$ cat src/plrs_consts.svh
/*
  Constants for the loop lock supervision and ratio-update status block:
  register offsets, field positions, reset values and timing counts.
  Assumes a 200 MHz register clock and a plain strobe register port.
*/
`ifndef PLRS_CONSTS_SVH
`define PLRS_CONSTS_SVH

// ---------------------------------------------------------------------------
// Register offsets (byte addresses)
// ---------------------------------------------------------------------------
`define PLRS_OFS_CTRLB    8'h00
`define PLRS_OFS_RATIO    8'h04
`define PLRS_OFS_STATUS   8'h08
`define PLRS_OFS_PENDING  8'h0C
`define PLRS_OFS_MASK     8'h10
`define PLRS_OFS_ENABLE   8'h14

// ---------------------------------------------------------------------------
// Field positions
// ---------------------------------------------------------------------------
`define PLRS_BIT_BYPASS   4
`define PLRS_BIT_RISE     0
`define PLRS_BIT_FALL     1
`define PLRS_BIT_RDY      2
`define PLRS_BIT_TOUT     3
`define PLRS_BIT_LOCK     0
`define PLRS_BIT_STRDY    1
`define PLRS_BIT_RUN      2

// ---------------------------------------------------------------------------
// Reset values and timing
// ---------------------------------------------------------------------------
`define PLRS_RST_CTRLB    5'h00
`define PLRS_RST_RATIO    16'h0000
`define PLRS_CLK_MHZ      200
`define PLRS_TOUT_10_MS   10
`define PLRS_TOUT_11_MS   11
`define PLRS_RATIO_APPLY  3'h4

`endif

$ cat src/plrs_pkg.sv
/*
  Types for the loop lock supervision block.
  Assumes plrs_consts.svh is included by the design file.
*/
package plrs_pkg;
  typedef enum logic [1:0] {PLRS_IDLE, PLRS_APPLY, PLRS_DONE} plrs_ratio_e;
  typedef struct packed {
    logic rise;
    logic fall;
    logic rdy;
    logic tout;
  } plrs_irq_s;
endpackage : plrs_pkg

$ cat src/plrs_top.sv
/*
  Lock supervision and ratio-update status of a fractional loop clock source.
  Assumes the lock detector and loop clock arrive from the analog loop as
  asynchronous pins, and software uses a plain strobe register port.
*/
`include "plrs_consts.svh"
`timescale 1ns/1ps
`default_nettype none

module plrs_top #(
  parameter int          RATIO_W     = 16,        // Loop ratio width
  parameter int unsigned TOUT10_CYC  = `PLRS_TOUT_10_MS * `PLRS_CLK_MHZ * 1000,
  parameter int unsigned TOUT11_CYC  = `PLRS_TOUT_11_MS * `PLRS_CLK_MHZ * 1000,
  parameter int unsigned TOUT_LOW_CYC = `PLRS_TOUT_10_MS * `PLRS_CLK_MHZ * 1000
) (
  input  wire logic               REF_CLK_IN,       // 200 MHz clock
  input  wire logic               RSTN_IN,          // Async reset, active low
  input  wire logic               CE_IN,            // Clock enable
  input  wire logic [7:0]         ADDR_IN,          // Register byte address
  input  wire logic [31:0]        WDATA_IN,         // Write data
  input  wire logic               WR_IN,            // Write strobe
  input  wire logic               RD_IN,            // Read strobe
  output logic      [31:0]        RDATA_OUT,        // Read data, cycle after strobe
  input  wire logic               LOCK_DET_IN,      // Raw lock from loop detector
  input  wire logic               LOOP_CLK_IN,      // Raw loop clock
  input  wire logic               RATIO_ACK_IN,     // Loop took the new ratio
  output logic                    LOOP_CLK_OUT,     // Gated loop clock
  output logic      [RATIO_W-1:0] RATIO_OUT,        // Ratio applied to the loop
  output logic                    RATIO_LOAD_OUT,   // Ratio load request level
  output logic                    IRQ_OUT           // Level interrupt
);

  // -------------------------------------------------------------------------
  // Elaboration checks
  // -------------------------------------------------------------------------
  // The ratio must fit one bus word
  if (RATIO_W < 1 || RATIO_W > 32) begin : g_bad_ratio_w
    $error("RATIO_W out of range");
  end
  // A zero limit would make the watchdog compare wrap
  if (TOUT_LOW_CYC < 1 || TOUT10_CYC < 1 || TOUT11_CYC < 1) begin : g_bad_tout
    $error("time-out too small");
  end

  // -------------------------------------------------------------------------
  // Reset release and input synchronisers
  // -------------------------------------------------------------------------
  logic [1:0] rst_sync;
  logic       rst_n;
  always_ff @(posedge REF_CLK_IN or negedge RSTN_IN) begin
    if (!RSTN_IN) rst_sync <= 2'h0;
    else          rst_sync <= {rst_sync[0], 1'b1};
  end
  assign rst_n = rst_sync[1];

  logic [1:0] lock_sync;
  logic [1:0] ack_sync;
  always_ff @(posedge REF_CLK_IN or negedge rst_n) begin
    if (!rst_n) begin
      lock_sync <= 2'h0;
      ack_sync  <= 2'h0;
    end else if (CE_IN) begin
      lock_sync <= {lock_sync[0], LOCK_DET_IN};
      ack_sync  <= {ack_sync[0], RATIO_ACK_IN};
    end
  end

  // -------------------------------------------------------------------------
  // Registers and state
  // -------------------------------------------------------------------------
  logic [4:0]           ctrlb, next_ctrlb;
  logic [RATIO_W-1:0]   ratio, next_ratio;
  logic [RATIO_W-1:0]   ratio_app, next_ratio_app;
  logic                 loop_en, next_loop_en;
  logic                 loop_locked_flag, next_loop_locked_flag;
  logic                 status_rdy, next_status_rdy;
  plrs_pkg::plrs_irq_s  pending, next_pending, mask, next_mask;
  plrs_pkg::plrs_ratio_e rstate, next_rstate;
  logic [31:0]          tout_cnt, next_tout_cnt;
  logic [31:0]          rdata, next_rdata;
  logic                 ack_prev, next_ack_prev;
  logic                 output_mask_bypass;
  logic [2:0]           lock_timeout_select;
  logic                 lock_raw;
  logic                 ack_s;

  assign output_mask_bypass  = ctrlb[`PLRS_BIT_BYPASS];
  assign lock_timeout_select = ctrlb[2:0];
  assign lock_raw            = lock_sync[1];
  assign ack_s               = ack_sync[1];

  // Time-out decode used by the watchdog compare and the checks
  function automatic logic [31:0] tout_limit(input logic [2:0] sel);
    if (sel[2] && sel[1]) tout_limit = TOUT11_CYC;
    else if (sel[2])      tout_limit = TOUT10_CYC;
    else                  tout_limit = TOUT_LOW_CYC;
  endfunction : tout_limit

  function automatic logic [31:0] irq_word(input plrs_pkg::plrs_irq_s v);
    irq_word = {28'h0000000, v.tout, v.rdy, v.fall, v.rise};
  endfunction : irq_word

  function automatic plrs_pkg::plrs_irq_s irq_from(input logic [31:0] w);
    irq_from = '{rise: w[`PLRS_BIT_RISE], fall: w[`PLRS_BIT_FALL],
                 rdy: w[`PLRS_BIT_RDY], tout: w[`PLRS_BIT_TOUT]};
  endfunction : irq_from

  // -------------------------------------------------------------------------
  // Next-state logic
  // -------------------------------------------------------------------------
  always_comb begin
    plrs_pkg::plrs_irq_s ev;
    ev                    = '0;
    next_ctrlb            = ctrlb;
    next_ratio            = ratio;
    next_ratio_app        = ratio_app;
    next_loop_en          = loop_en;
    next_status_rdy       = status_rdy;
    next_mask             = mask;
    next_rstate           = rstate;
    next_tout_cnt         = tout_cnt;
    next_ack_prev         = ack_s;
    next_rdata            = 32'h00000000;
    next_loop_locked_flag = loop_en & lock_raw;

    // Lock edges; a fall raises both flags so software always hears of it
    if (next_loop_locked_flag && !loop_locked_flag) ev.rise = 1'b1;
    if (!next_loop_locked_flag && loop_locked_flag) begin
      ev.fall = 1'b1;
      ev.rise = 1'b1;
    end

    // Lock watchdog, restarted whenever the loop is off or locked
    if (!loop_en || loop_locked_flag) next_tout_cnt = 32'h00000000;
    else if (tout_cnt == tout_limit(lock_timeout_select) - 32'h1) begin
      ev.tout       = 1'b1;
      next_tout_cnt = 32'h00000000;
    end else next_tout_cnt = tout_cnt + 32'h1;

    // Ratio hand-over runs beside the loop, never stopping it
    case (rstate)
      plrs_pkg::PLRS_IDLE: ;
      plrs_pkg::PLRS_APPLY:
        if (ack_s && !ack_prev) begin
          next_rstate = plrs_pkg::PLRS_DONE;
        end
      plrs_pkg::PLRS_DONE: begin
        ev.rdy      = 1'b1;
        next_rstate = plrs_pkg::PLRS_IDLE;
        // Status bit is only refreshed for updates made while stopped
        if (!loop_en) next_status_rdy = 1'b1;
      end
      default: next_rstate = plrs_pkg::PLRS_IDLE;
    endcase

    // Register writes
    if (WR_IN) begin
      if (ADDR_IN == `PLRS_OFS_CTRLB) next_ctrlb = WDATA_IN[4:0];
      else if (ADDR_IN == `PLRS_OFS_RATIO) begin
        next_ratio      = WDATA_IN[RATIO_W-1:0];
        next_ratio_app  = WDATA_IN[RATIO_W-1:0];
        next_rstate     = plrs_pkg::PLRS_APPLY;
        next_status_rdy = 1'b0;
      end
      else if (ADDR_IN == `PLRS_OFS_MASK) next_mask = irq_from(WDATA_IN);
      else if (ADDR_IN == `PLRS_OFS_ENABLE) next_loop_en = WDATA_IN[0];
    end

    // Reads; a pending read clears the flags, but a new event wins
    next_pending = pending;
    if (RD_IN) begin
      if (ADDR_IN == `PLRS_OFS_CTRLB) next_rdata = {27'h0000000, ctrlb};
      else if (ADDR_IN == `PLRS_OFS_RATIO) next_rdata = 32'(ratio);
      else if (ADDR_IN == `PLRS_OFS_STATUS)
        next_rdata = {29'h00000000, loop_en, status_rdy, loop_locked_flag};
      else if (ADDR_IN == `PLRS_OFS_PENDING) begin
        next_rdata   = irq_word(pending);
        next_pending = '0;
      end
      else if (ADDR_IN == `PLRS_OFS_MASK) next_rdata = irq_word(mask);
      else if (ADDR_IN == `PLRS_OFS_ENABLE) next_rdata = {31'h00000000, loop_en};
    end
    next_pending = next_pending | ev;
  end

  always_ff @(posedge REF_CLK_IN or negedge rst_n) begin
    if (!rst_n) begin
      ctrlb            <= `PLRS_RST_CTRLB;
      ratio            <= RATIO_W'(`PLRS_RST_RATIO);
      ratio_app        <= RATIO_W'(`PLRS_RST_RATIO);
      loop_en          <= 1'b0;
      loop_locked_flag <= 1'b0;
      status_rdy       <= 1'b0;
      pending          <= '0;
      mask             <= '0;
      rstate           <= plrs_pkg::PLRS_IDLE;
      tout_cnt         <= 32'h00000000;
      rdata            <= 32'h00000000;
      ack_prev         <= 1'b0;
    end else if (CE_IN) begin
      ctrlb            <= next_ctrlb;
      ratio            <= next_ratio;
      ratio_app        <= next_ratio_app;
      loop_en          <= next_loop_en;
      loop_locked_flag <= next_loop_locked_flag;
      status_rdy       <= next_status_rdy;
      pending          <= next_pending;
      mask             <= next_mask;
      rstate           <= next_rstate;
      tout_cnt         <= next_tout_cnt;
      rdata            <= next_rdata;
      ack_prev         <= next_ack_prev;
    end
  end

  // -------------------------------------------------------------------------
  // Outputs
  // -------------------------------------------------------------------------
  // Gate level is registered; the clock itself passes a plain AND, so a
  // gate change may clip one loop clock pulse, accepted for a status block
  logic gate_open;
  assign gate_open = loop_en & (loop_locked_flag | output_mask_bypass);

  assign LOOP_CLK_OUT   = LOOP_CLK_IN & gate_open;
  assign RATIO_OUT      = ratio_app;
  assign RATIO_LOAD_OUT = (rstate == plrs_pkg::PLRS_APPLY);
  assign RDATA_OUT      = rdata;
  assign IRQ_OUT        = |(pending & mask);

  // -------------------------------------------------------------------------
  // Checks
  // -------------------------------------------------------------------------
  lock_fall_both_a: assert property (@(posedge REF_CLK_IN) disable iff (!rst_n)
    CE_IN && $fell(loop_locked_flag) |-> pending.rise && pending.fall)
    else $error("lock loss did not raise both flags");

  gate_unlocked_a: assert property (@(posedge REF_CLK_IN) disable iff (!rst_n)
    !loop_locked_flag && !output_mask_bypass |-> !gate_open)
    else $error("output not gated while unlocked");

  bypass_open_a: assert property (@(posedge REF_CLK_IN) disable iff (!rst_n)
    loop_en && output_mask_bypass |-> gate_open)
    else $error("bypass did not open the gate");

  tout_code_a: assert property (@(posedge REF_CLK_IN) disable iff (!rst_n)
    lock_timeout_select[2] |-> tout_limit(lock_timeout_select) ==
      (lock_timeout_select[1] ? TOUT11_CYC : TOUT10_CYC))
    else $error("time-out code decode wrong");

  ratio_run_a: assert property (@(posedge REF_CLK_IN) disable iff (!rst_n)
    CE_IN && WR_IN && ADDR_IN == `PLRS_OFS_RATIO |=> ratio_app == RATIO_W'($past(WDATA_IN))
      && RATIO_LOAD_OUT && $stable(loop_en))
    else $error("running ratio write not taken");

  ratio_rdy_a: assert property (@(posedge REF_CLK_IN) disable iff (!rst_n)
    CE_IN && rstate == plrs_pkg::PLRS_DONE |=> pending.rdy)
    else $error("ratio-ready flag not set");

  lock_rise_a: assert property (@(posedge REF_CLK_IN) disable iff (!rst_n)
    CE_IN && $rose(loop_locked_flag) |-> pending.rise)
    else $error("lock gain not flagged");

  irq_level_a: assert property (@(posedge REF_CLK_IN) disable iff (!rst_n)
    (pending & mask) != '0 |-> IRQ_OUT)
    else $error("interrupt not raised");

  // Look-ahead properties that expect a change qualify their trigger with CE_IN, since a frozen
  // cycle advances no state but the reset synchroniser
  tout_fire_a: assert property (@(posedge REF_CLK_IN) disable iff (!rst_n)
    CE_IN && loop_en && !loop_locked_flag &&
      tout_cnt == tout_limit(lock_timeout_select) - 32'h1 |=> pending.tout)
    else $error("lock time-out not flagged");

  gate_out_a: assert property (@(posedge REF_CLK_IN) disable iff (!rst_n)
    !loop_en || (!loop_locked_flag && !output_mask_bypass) |-> !LOOP_CLK_OUT)
    else $error("loop clock passed while unlocked");

  ratio_keep_a: assert property (@(posedge REF_CLK_IN) disable iff (!rst_n)
    CE_IN && !(WR_IN && ADDR_IN == `PLRS_OFS_RATIO) |=> $stable(ratio_app))
    else $error("applied ratio changed without a write");

  ratio_done_a: assert property (@(posedge REF_CLK_IN) disable iff (!rst_n)
    CE_IN && rstate == plrs_pkg::PLRS_APPLY && ack_s && !ack_prev &&
      !(WR_IN && ADDR_IN == `PLRS_OFS_RATIO) |=> rstate == plrs_pkg::PLRS_DONE)
    else $error("ratio acknowledge not taken");

  rdy_sticky_a: assert property (@(posedge REF_CLK_IN) disable iff (!rst_n)
    pending.rdy && !(CE_IN && RD_IN && ADDR_IN == `PLRS_OFS_PENDING) |=> pending.rdy)
    else $error("ratio-ready flag dropped unread");

  rise_sticky_a: assert property (@(posedge REF_CLK_IN) disable iff (!rst_n)
    pending.rise && !(CE_IN && RD_IN && ADDR_IN == `PLRS_OFS_PENDING) |=> pending.rise)
    else $error("lock-rise flag dropped unread");

  fall_sticky_a: assert property (@(posedge REF_CLK_IN) disable iff (!rst_n)
    pending.fall && !(CE_IN && RD_IN && ADDR_IN == `PLRS_OFS_PENDING) |=> pending.fall)
    else $error("lock-fall flag dropped unread");

  rdata_idle_a: assert property (@(posedge REF_CLK_IN) disable iff (!rst_n)
    CE_IN && !RD_IN |=> RDATA_OUT == 32'h00000000)
    else $error("read data outside the read cycle");

endmodule : plrs_top

`default_nettype wire
$ cat config.mk
export PLATFORM = sky130hd
export DESIGN_NAME = plrs_top
export DESIGN_NICKNAME = d
export VERILOG_FILES = /design/src/plrs_pkg.sv /design/src/plrs_top.sv
export VERILOG_INCLUDE_DIRS = /design/src
export SDC_FILE = /design/constraint.sdc
export NUM_CORES = 1
export LEC_CHECK = 0
export ABC_AREA = 0
export BUFFER_PORTS_ARGS = -buffer_cell sky130_fd_sc_hd__clkbuf_2
export CAP_MARGIN = 20
export CORE_ASPECT_RATIO = 1.1
export CORE_MARGIN = 2
export CORE_UTILIZATION = 30
export CTS_CLUSTER_DIAMETER = 120
export DETAILED_ROUTE_END_ITERATION = 10
export GPL_TIMING_DRIVEN = 0
export HOLD_SLACK_MARGIN = 0.06
export SLEW_MARGIN = 20
export SYNTH_ARGS = -nofsm -noshare
export SYNTH_HDL_FRONTEND = slang
export SYNTH_SLANG_ARGS = --single-unit
$ cat constraint.sdc
create_clock -name REF_CLK_IN -period 3.8 [get_ports REF_CLK_IN]
set_clock_uncertainty 0.2 [all_clocks]
set_input_delay 0.76 -clock REF_CLK_IN [delete_from_list [all_inputs] [get_ports REF_CLK_IN]]
set_output_delay 0.76 -clock REF_CLK_IN [all_outputs]
set_load 0.05 [all_outputs]
==> results.sh, run 1 <==
export IMPL_dp_hpwl_um=8890
export IMPL_rr_endpoint="tout_cnt[29]"
export IMPL_fin_ws_ns=0.900
export IMPL_reg2reg_from="tout_cnt[10]"
export IMPL_nets=595
export IMPL_htree_levels=3
export IMPL_timing_final_crit_share=0.763
export IMPL_die_y_um=133
export IMPL_final_common_cell="dfrtp_1"
export IMPL_cts_root_buf="clkbuf_16"
export IMPL_yosys_warnings=0
export IMPL_postSynthCellCount=453
export IMPL_cp_required_ns=3.81
export IMPL_grt_pass1_vias=3938
export IMPL_initial_core_util=0.305
export IMPL_vias=3918
export IMPL_place_ws_ns=0.631
export IMPL_cp_data_arrival_time_ns=2.91
export IMPL_synth_edf_count=0
export IMPL_io_pins=99
export IMPL_viasPerCell=5.25
export IMPL_async_reset_ff_frac=1.00
export IMPL_place_inst=729
export IMPL_end_kind="flip-flop"
export IMPL_slowest_stage="or4_1"
export IMPL_diodes=0
export IMPL_fin_setup_tns_ns=0
export IMPL_setup_viol=0
export IMPL_synth_cell_area_sq_um=4550
export IMPL_status="completed"
export IMPL_cap_violations=0
export IMPL_ctsLongestPathBuffers=2
export IMPL_drc=0
export IMPL_clk_pin_slew_ns=0.07
export IMPL_final_cell_area_sq_um=5520
export IMPL_path_cells="or4b_1 -> or4_1 -> a2111o_1 -> buf_2 -> nand2_2 -> o221ai_1"
export IMPL_worstHoldEndpoint="rst_sync[1]"
export IMPL_period_minus_slack_ns=2.90
export IMPL_drt_wl_total_um=12400
export IMPL_gp_congestion=0.875
export IMPL_grt_pass1_wl_um=20200
export IMPL_synth_adder_area_share=0.00550
export IMPL_grt_setup_unrepaired="no"
export IMPL_first_pass_iters=5
export IMPL_cts_tree="yes"
export IMPL_grt_max_degree=47
export IMPL_final_cells=746
export IMPL_holdWs_ns=0.155
export IMPL_ys_seq_area_frac=0.489
export IMPL_leakage_nw=2.56
export IMPL_avgSynthCellArea_sq_um=10.1
export IMPL_cts_made_buffers=9
export IMPL_drt_iter0_drc=234
export IMPL_core_area_sq_um=14900
export IMPL_max_freq_mhz=345
export IMPL_mostFrequentLayoutCells="dfrtp_1, clkbuf_2, nand2_1"
export IMPL_reg2reg_slack_ns=0.90
export IMPL_synth_seq_cells=89
export IMPL_syn_to_final_growth_pct=21.1
export IMPL_rows=47
export IMPL_worst_pin_slew_ns=0.941
export IMPL_postPlaceCellArea_sq_um=5200
export IMPL_synth_compound_area_frac=0.127
export IMPL_die_w_um=121
export IMPL_antenna_found_initial=0
export IMPL_fin_util=0.369
export IMPL_insertion_delay_ns=0.35
export IMPL_cts_resized=0
export IMPL_drive_gt1_frac=0.256
export IMPL_finalPower_mw=2.07
export IMPL_critPathLaunch="tout_cnt[10]"
export IMPL_pwr_density_cell_nw_per_um2=375
export IMPL_hold_viol=0
export IMPL_synth_area_mux_share=0.0882
export IMPL_synthSimpleGateAreaFrac=0.223
export IMPL_synthFlopType="dfrtp_1"
export IMPL_hp_class="reg -> reg"
export IMPL_relSlewSlack=0.367
export IMPL_synth_xor_area_frac=0
export IMPL_hp_start="rst_sync[0]"
export IMPL_r2r_cells=6
export IMPL_grt_overflow_total=0
export IMPL_vdd_drop_max_mv=0.207
export IMPL_wl_per_cell_um=16.6
export IMPL_antenna_left=0
export IMPL_crit_fanout=10
export IMPL_n_fill_cell=1530
export IMPL_crit_type="reg -> reg"
export IMPL_cp_start_kind="flip-flop"
export IMPL_maxSlewViolCount=0
export IMPL_cp_slowest_stage_delay_ns=0.52
export IMPL_synth_top_family_by_area="simple AND/OR/NAND/NOR gates"
export IMPL_cts_sinks=89
export IMPL_port_buffer_count=64
export IMPL_post_synth_num_cell_types=59
export IMPL_worstHoldPathCells=0
export IMPL_design_die_area_sq_um=16200
export IMPL_grt_use_total=0.161
[report_power, final]
group	internal (mW)	switching, mW	leakage (nW)
registers	0.970	0.0269	1.22
logic	0.0570	0.114	1.19
clock network	0.503	0.397	0.146
total	1.53	0.538	2.56
[sequential cells by signal, summed over array words and instances, names as in the netlist]
| signal | count |
|---|---|
| pending | 4 |
| loop_locked_flag | 1 |
| rst_sync | 2 |
| lock_sync | 2 |
| RATIO_OUT | 16 |
| status_rdy | 1 |
| ack_sync | 2 |
| ctrlb | 5 |
| RDATA_OUT | 16 |
| mask | 4 |
| ack_prev | 1 |
| tout_cnt | 32 |
| loop_en | 1 |
| rstate | 2 |
[timing repair]
action	in CTS	in global routing
buffers inserted	0	0
endpoints found under the hold margin	2	0
hold buffers	1	0
[worst max-delay path, delay by kind of cell (launching register included)]
kind / cells / cell delay, ns
flops: 1 / 0.46
buf+inv: 1 / 0.24
simple gates: 3 / 1.24
compound gates: 2 / 0.61
[worst max-delay path by stage]
stage / end / slack [ns]
2_1_floorplan: RATIO_OUT[0] / 0.89
3_3_place_gp: RATIO_OUT[7] / -0.14
3_5_place_dp: ctrlb[3] / 0.63
4_1_cts: tout_cnt[29] / 0.93
5_1_grt: ctrlb[3] / 0.79
6_report: tout_cnt[29] / 0.90
[Yosys cell counts, types with 3 or more instances]
cell type / count / area (sq um)
mux2_2: 33 / 372
mux2i_1: 3 / 30.0
and3_1: 7 / 43.8
nand3_1: 32 / 160
nor4b_1: 3 / 26.3
buf_1: 3 / 11.3
nor3_1: 7 / 35.0
a22o_1: 14 / 123
nor3b_1: 3 / 22.5
a22oi_1: 6 / 45.0
o31ai_1: 4 / 30.0
dfrtp_1: 89 / 2230
or3_1: 9 / 56.3
nor2_1: 16 / 60.1
a21oi_1: 8 / 40.0
and4_1: 5 / 43.8
nand2_1: 44 / 165
o21ai_0: 15 / 75.1
a31oi_1: 12 / 75.1
or4_1: 7 / 52.6
nand2b_1: 3 / 18.8
o221ai_1: 3 / 26.3
and2_1: 3 / 18.8
o2bb2ai_1: 3 / 26.3
buf_4: 17 / 128
nand4_1: 19 / 119
inv_1: 14 / 52.6
clkbuf_1: 21 / 78.8
nor2b_1: 7 / 43.8
nor4_1: 7 / 43.8
[routing by layer]
metal | routed length (um) | GRT usage | vias up | share of wire
li1 | - | - | 1840 | -
met1 | 5240 | 0.197 | 1882 | 0.42
met2 | 5830 | 0.258 | 167 | 0.47
met3 | 952 | 0.0518 | 29 | 0.077
met4 | 363 | 0.0696 | 0 | 0.029
met5 | 0 | 0 | - | 0
[layout make-up]
cell class / instances / area, sq um / share of cell area
plain buffers: 44 / 239 / 0.0433
repair buffers: 66 / 350 / 0.0635
clock buffers: 12 / 267 / 0.0483
well taps: 196 / 245 / 0.0445
multi-input cells: 320 / 2090 / 0.380
clock inverters: 4 / 33.8 / 0.00613
inverters: 15 / 56.3 / 0.0102
flip-flops and latches: 89 / 2230 / 0.404
[kinds of logic after synthesis]
group,after synthesis
simple gates,184
flops,89
compound gates,81
buf+inv,59
mux,36
fa+ha+maj,2
other cells,2
No activity file was read; power rests on OpenSTA's default activity.
==> run 2, diff against run 1 <==
Clock period 3.8 ns to 2.4 ns, I/O delays scaled along.
==> run 2 against run 1 <==
The run now ends with setup timing left. Design area increased by 5.8%. Largest power group unchanged. Sequential power increased by 58%. Die area unchanged. Hold slack got worse by 0.075 ns. Cell count increased by 1.2%. Register-to-register slack got worse by 1.2 ns. Critical endpoint is now tout_cnt[5]. Flip-flop and latch count unchanged. Global-route usage increased by 0.64 points.
==> results.sh, run 2 (synthesis gave the netlist of run 1 again) <==
export IMPL_rows=47
export IMPL_drc=0
export IMPL_cp_required_ns=2.42
export IMPL_hp_class="reg -> async"
export IMPL_cts_sinks=89
export IMPL_fin_util=0.391
export IMPL_first_pass_iters=6
export IMPL_use_met2=0.270
export IMPL_grt_use_total=0.167
export IMPL_ctsLongestPathBuffers=2
export IMPL_io_pins=99
export IMPL_syn_to_final_growth_pct=28.1
export IMPL_reg2reg_from="tout_cnt[20]"
export IMPL_path_cells="or4b_1 -> or4_4 -> a2111o_1 -> buf_6 -> a31oi_4 -> o22ai_1"
export IMPL_status="finished, violations left"
export IMPL_slowest_stage="a2111o_1"
export IMPL_regMostFlops="tout_cnt"
export IMPL_leakage_nw=2.70
export IMPL_worst_pin_slew_ns=0.896
export IMPL_pwr_density_cell_nw_per_um2=569
export IMPL_period_minus_slack_ns=2.67
export IMPL_cts_tree="yes"
export IMPL_cp_slowest_stage_delay_ns=0.54
export IMPL_dp_hpwl_um=9060
export IMPL_use_met3=0.0437
export IMPL_grt_overflow_total=0
export IMPL_cts_root_buf="clkbuf_16"
export IMPL_end_kind="flip-flop"
export IMPL_failed_checks="setup timing"
export IMPL_cap_violations=0
export IMPL_grt_busiest_layer="met2"
export IMPL_largest_reg_flops=32
export IMPL_clk_pin_slew_ns=0.07
export IMPL_drt_iter0_drc=215
export IMPL_place_ws_ns=-0.648
export IMPL_postPlaceCellArea_sq_um=5240
export IMPL_drive_gt1_frac=0.331
export IMPL_max_freq_mhz=375
export IMPL_core_area_sq_um=14900
export IMPL_cp_data_arrival_time_ns=2.69
export IMPL_die_w_um=121
export IMPL_vias=3981
export IMPL_timing_final_crit_share=1.11
export IMPL_mostFrequentLayoutCells="dfrtp_1, clkbuf_2, nand2_1"
export IMPL_reg2reg_slack_ns=-0.27
export IMPL_htree_levels=3
export IMPL_port_buffer_count=64
export IMPL_insertion_delay_ns=0.35
export IMPL_design_die_area_sq_um=16200
export IMPL_rr_endpoint="tout_cnt[5]"
export IMPL_viasPerCell=5.27
export IMPL_gp_congestion=0.846
export IMPL_grt_setup_unrepaired="yes"
export IMPL_wl_per_cell_um=17.0
export IMPL_nets=604
export IMPL_initial_core_util=0.305
export IMPL_antenna_left=0
export IMPL_final_common_cell="dfrtp_1"
export IMPL_fin_ws_ns=-0.269
export IMPL_hold_viol=0
export IMPL_final_cell_area_sq_um=5830
export IMPL_diodes=0
export IMPL_die_y_um=133
export IMPL_finalPower_mw=3.32
export IMPL_grt_max_degree=59
export IMPL_r2r_cells=6
export IMPL_drt_wl_total_um=12800
export IMPL_setup_viol=28
export IMPL_fin_setup_tns_ns=-5.69
export IMPL_grt_pass1_vias=4126
export IMPL_grt_pass1_wl_um=21300
export IMPL_vdd_drop_max_mv=0.381
export IMPL_crit_type="reg -> reg"
export IMPL_cp_start_kind="flip-flop"
export IMPL_grt_use_met1=0.204
export IMPL_antenna_found_initial=0
export IMPL_cts_made_buffers=9
export IMPL_relSlewSlack=0.397
export IMPL_maxSlewViolCount=0
export IMPL_crit_fanout=7
run 2: changes by cell type in the layout (fill, tap and decap cells not counted), moves of 3 or more:
| cell | before | now |
|---|---|---|
| a31oi_1 | 12 | 9 |
| dfrtp_1 | 88 | 85 |
| clkbuf_2 | 64 | 69 |
| o21ai_0 | 15 | 10 |
| o21ai_1 | 1 | 4 |
| buf_6 | 1 | 5 |
| clkbuf_1 | 21 | 14 |
| buf_4 | 17 | 27 |
| dfrtp_2 | 0 | 3 |
run 2: layout make-up:
type	count	area (sq um)
clock buffers	11	243
well taps	196	245
inverters	15	60.1
plain buffers	41	253
clock inverters	5	63.8
repair buffers	78	452
fillers	1509	9100
multi-input cells	320	2280
flip-flops and latches	89	2230
run 2: worst max-delay path by stage:
stage,from,to,cells after the start
floorplan,tout_cnt[10],tout_cnt[8],5
global placement,ADDR_IN[7],ctrlb[3],6
detailed placement,ADDR_IN[7],RATIO_OUT[12],6
CTS,tout_cnt[20],tout_cnt[5],6
global route,tout_cnt[20],tout_cnt[5],6
finish,tout_cnt[20],tout_cnt[5],6
run 2: stage by stage:
step                hold slack, ns  instances
finish                      0.0801        755
global route                 0.127        755
CTS                         0.0997        752
detailed placement          0.0675        729
global placement            0.0673        728
floorplan                  -0.0156        468
run 2: timing repair:
action | CTS | global route
pin swaps | 4 | 3
endpoints found under the setup margin | 67 | 57
resized for setup | 27 | 23
cloned | 1 | 0
buffers inserted | 7 | 4
hold buffers | 1 | 0
hold endpoints to repair | 2 | 0
run 2: per-layer routing:
metal,share of wire,vias to the layer above
li1,-,1847
met1,0.40,1931
met2,0.49,176
met3,0.083,27
met4,0.024,0
met5,0,-
run 2: worst max-delay path: cells and delay by family (launching register included):
| kind | cells | cell delay [ns] |
|---|---|---|
| AO/OA/AOI/OAI | 3 | 0.79 |
| buffers and inverters | 1 | 0.21 |
| flip-flops | 1 | 0.39 |
| AND/OR/NAND/NOR | 2 | 0.95 |
run 2: power breakdown:
group	switching, mW	internal [mW]	leakage, nW	total [mW]
sequential	0.0384	1.54	1.21	1.58
clock	0.610	0.845	0.152	1.45
combinational	0.192	0.0956	1.34	0.288
==> run 3, diff against run 2 <==
--- a/config.mk
+++ b/config.mk
@@ -16,3 +16,3 @@
 export DETAILED_ROUTE_END_ITERATION = 10
-export GPL_TIMING_DRIVEN = 0
+export GPL_TIMING_DRIVEN = 1
 export HOLD_SLACK_MARGIN = 0.06
==> constraint.sdc (replaced) <==
create_clock -name REF_CLK_IN -period 2.4 [get_ports REF_CLK_IN]
set_clock_uncertainty 0.2 [all_clocks]
set_input_delay 0.24 -clock REF_CLK_IN [delete_from_list [all_inputs] [get_ports REF_CLK_IN]]
set_output_delay 0.24 -clock REF_CLK_IN [all_outputs]
set_load 0.05 [all_outputs]
==> run 3 against run 2 <==
Sequential power barely moved. Total power rose by 1.6%. The flow still finishes with violations (setup timing). Global-route usage fell by 1.3 points. Combinational power rose by 2%. Critical path depth did not move. Die area did not move. Largest cell class is now registers. Core utilization rose by 1.1 points. Cell count rose by 2.8%. Critical path type unchanged. Flip-flop and latch count did not move. Clock-buffer cell count did not move. Register-to-register slack improved by 0.13 ns. Critical endpoint is now tout_cnt[1].
==> results.sh, run 3 (synthesis gave the netlist of run 1 again) <==
export IMPL_status="finished, violations left"
export IMPL_failed_checks="setup timing"
export IMPL_grt_overflow_total=0
export IMPL_grt_setup_unrepaired="yes"
export IMPL_port_buffer_count=66
export IMPL_end_kind="flip-flop"
export IMPL_diodes=0
export IMPL_reg2reg_from="tout_cnt[18]"
export IMPL_rr_endpoint="tout_cnt[1]"
export IMPL_relSlewSlack=0.462
export IMPL_holdWs_ns=0.124
export IMPL_cts_sinks=89
export IMPL_reg2reg_slack_ns=-0.14
export IMPL_cp_required_ns=2.44
export IMPL_slowest_stage="or4_1"
export IMPL_cp_start_kind="flip-flop"
export IMPL_fin_setup_tns_ns=-1.58
export IMPL_place_ws_ns=-0.194
export IMPL_gp_congestion=0.850
export IMPL_antenna_found_initial=0
export IMPL_htree_levels=3
export IMPL_pwr_density_cell_nw_per_um2=562
export IMPL_dp_hpwl_um=8220
export IMPL_cts_tree="yes"
export IMPL_cts_made_buffers=9
export IMPL_drt_iter0_drc=165
export IMPL_rows=47
export IMPL_fin_util=0.401
export IMPL_cp_slowest_stage_delay_ns=0.52
export IMPL_largest_reg_flops=32
export IMPL_r2r_cells=6
export IMPL_mostFrequentLayoutCells="dfrtp_1, clkbuf_2, buf_4"
export IMPL_max_freq_mhz=394
export IMPL_worst_pin_slew_ns=0.804
export IMPL_cap_violations=0
export IMPL_nets=625
export IMPL_first_pass_iters=5
export IMPL_cts_root_buf="clkbuf_16"
export IMPL_fin_ws_ns=-0.140
export IMPL_crit_fanout=6
export IMPL_ctsLongestPathBuffers=2
export IMPL_grt_max_degree=44
export IMPL_wl_per_cell_um=15.2
export IMPL_design_die_area_sq_um=16200
export IMPL_regMostFlops="tout_cnt"
export IMPL_crit_type="reg -> reg"
export IMPL_grt_pass1_wl_um=20100
export IMPL_insertion_delay_ns=0.35
export IMPL_grt_use_total=0.154
export IMPL_timing_final_crit_share=1.06
export IMPL_path_cells="or3b_4 -> or4_1 -> a2111o_1 -> buf_6 -> and2_4 -> a22o_1"
export IMPL_n_fill_cell=1462
export IMPL_hold_viol=0
export IMPL_setup_viol=22
export IMPL_period_minus_slack_ns=2.54
export IMPL_die_w_um=121
export IMPL_maxSlewViolCount=0
export IMPL_drt_wl_total_um=11800
export IMPL_clk_pin_slew_ns=0.07
export IMPL_drive_gt1_frac=0.316
export IMPL_initial_core_util=0.305
export IMPL_vias=3958
export IMPL_antenna_left=0
export IMPL_io_pins=99
export IMPL_die_y_um=133
export IMPL_hp_class="reg -> async"
export IMPL_leakage_nw=2.82
export IMPL_syn_to_final_growth_pct=31.7
export IMPL_final_common_cell="dfrtp_1"
export IMPL_viasPerCell=5.10
export IMPL_drc=0
export IMPL_grt_pass1_vias=4093
export IMPL_cp_data_arrival_time_ns=2.58
export IMPL_core_area_sq_um=14900
export IMPL_vdd_drop_max_mv=0.358
[run 3: how the worst max path moves through the flow]
stage,from,cells after the start,endpoint
floorplan,tout_cnt[10],5,tout_cnt[8]
global placement,tout_cnt[20],6,tout_cnt[1]
detailed placement,tout_cnt[19],6,tout_cnt[1]
CTS,tout_cnt[19],6,tout_cnt[30]
global route,tout_cnt[18],6,tout_cnt[1]
finish,tout_cnt[18],6,tout_cnt[1]
[run 3: through the flow]
| step | cells | power, mW | area [sq um] |
|---|---|---|---|
| finish | 776 | 3.37 | 6000 |
| global route | 776 | 3.48 | 6000 |
| CTS | 775 | 3.40 | 5970 |
| detailed placement | 734 | 1.86 | 5360 |
| global placement | 734 | 1.85 | 5360 |
| floorplan | 468 | 1.79 | 4640 |
[run 3: repair_timing]
item | CTS | global route
hold endpoints to repair | 49 | 0
cloned | 0 | 0
hold buffers | 23 | 0
pin swaps | 6 | 4
resized for setup | 9 | 7
setup endpoints to repair | 27 | 28
buffers inserted | 2 | 1
[run 3: area by class of cell]
cell class / count / area, sq um / share of cell area
Inverter: 15 / 56.3 / 0.00939
Multi-Input combinational cell: 320 / 2150 / 0.359
Timing Repair Buffer: 140 / 992 / 0.165
Sequential cell: 89 / 2230 / 0.372
Tap cell: 196 / 245 / 0.0409
Clock buffer: 11 / 253 / 0.0422
Clock inverter: 5 / 65.1 / 0.0109
[run 3: power by group]
part / internal, mW / switching (mW) / total (mW)
logic: 0.102 / 0.192 / 0.294
registers: 1.54 / 0.0279 / 1.56
clock network: 0.879 / 0.631 / 1.51
total: 2.52 / 0.851 / 3.37
[run 3: metal layers]
metal  share of wire  track usage
met1            0.45        0.200
met2            0.49        0.257
met3           0.053       0.0317
met5               0            0
met4           0.013       0.0492
[run 3: worst max-delay path: cells and delay by family (launching register included)]
| family | cells | cell delay, ns |
|---|---|---|
| compound gates | 2 | 0.62 |
| buf+inv | 1 | 0.17 |
| flops | 1 | 0.38 |
| simple gates | 3 | 1.05 |
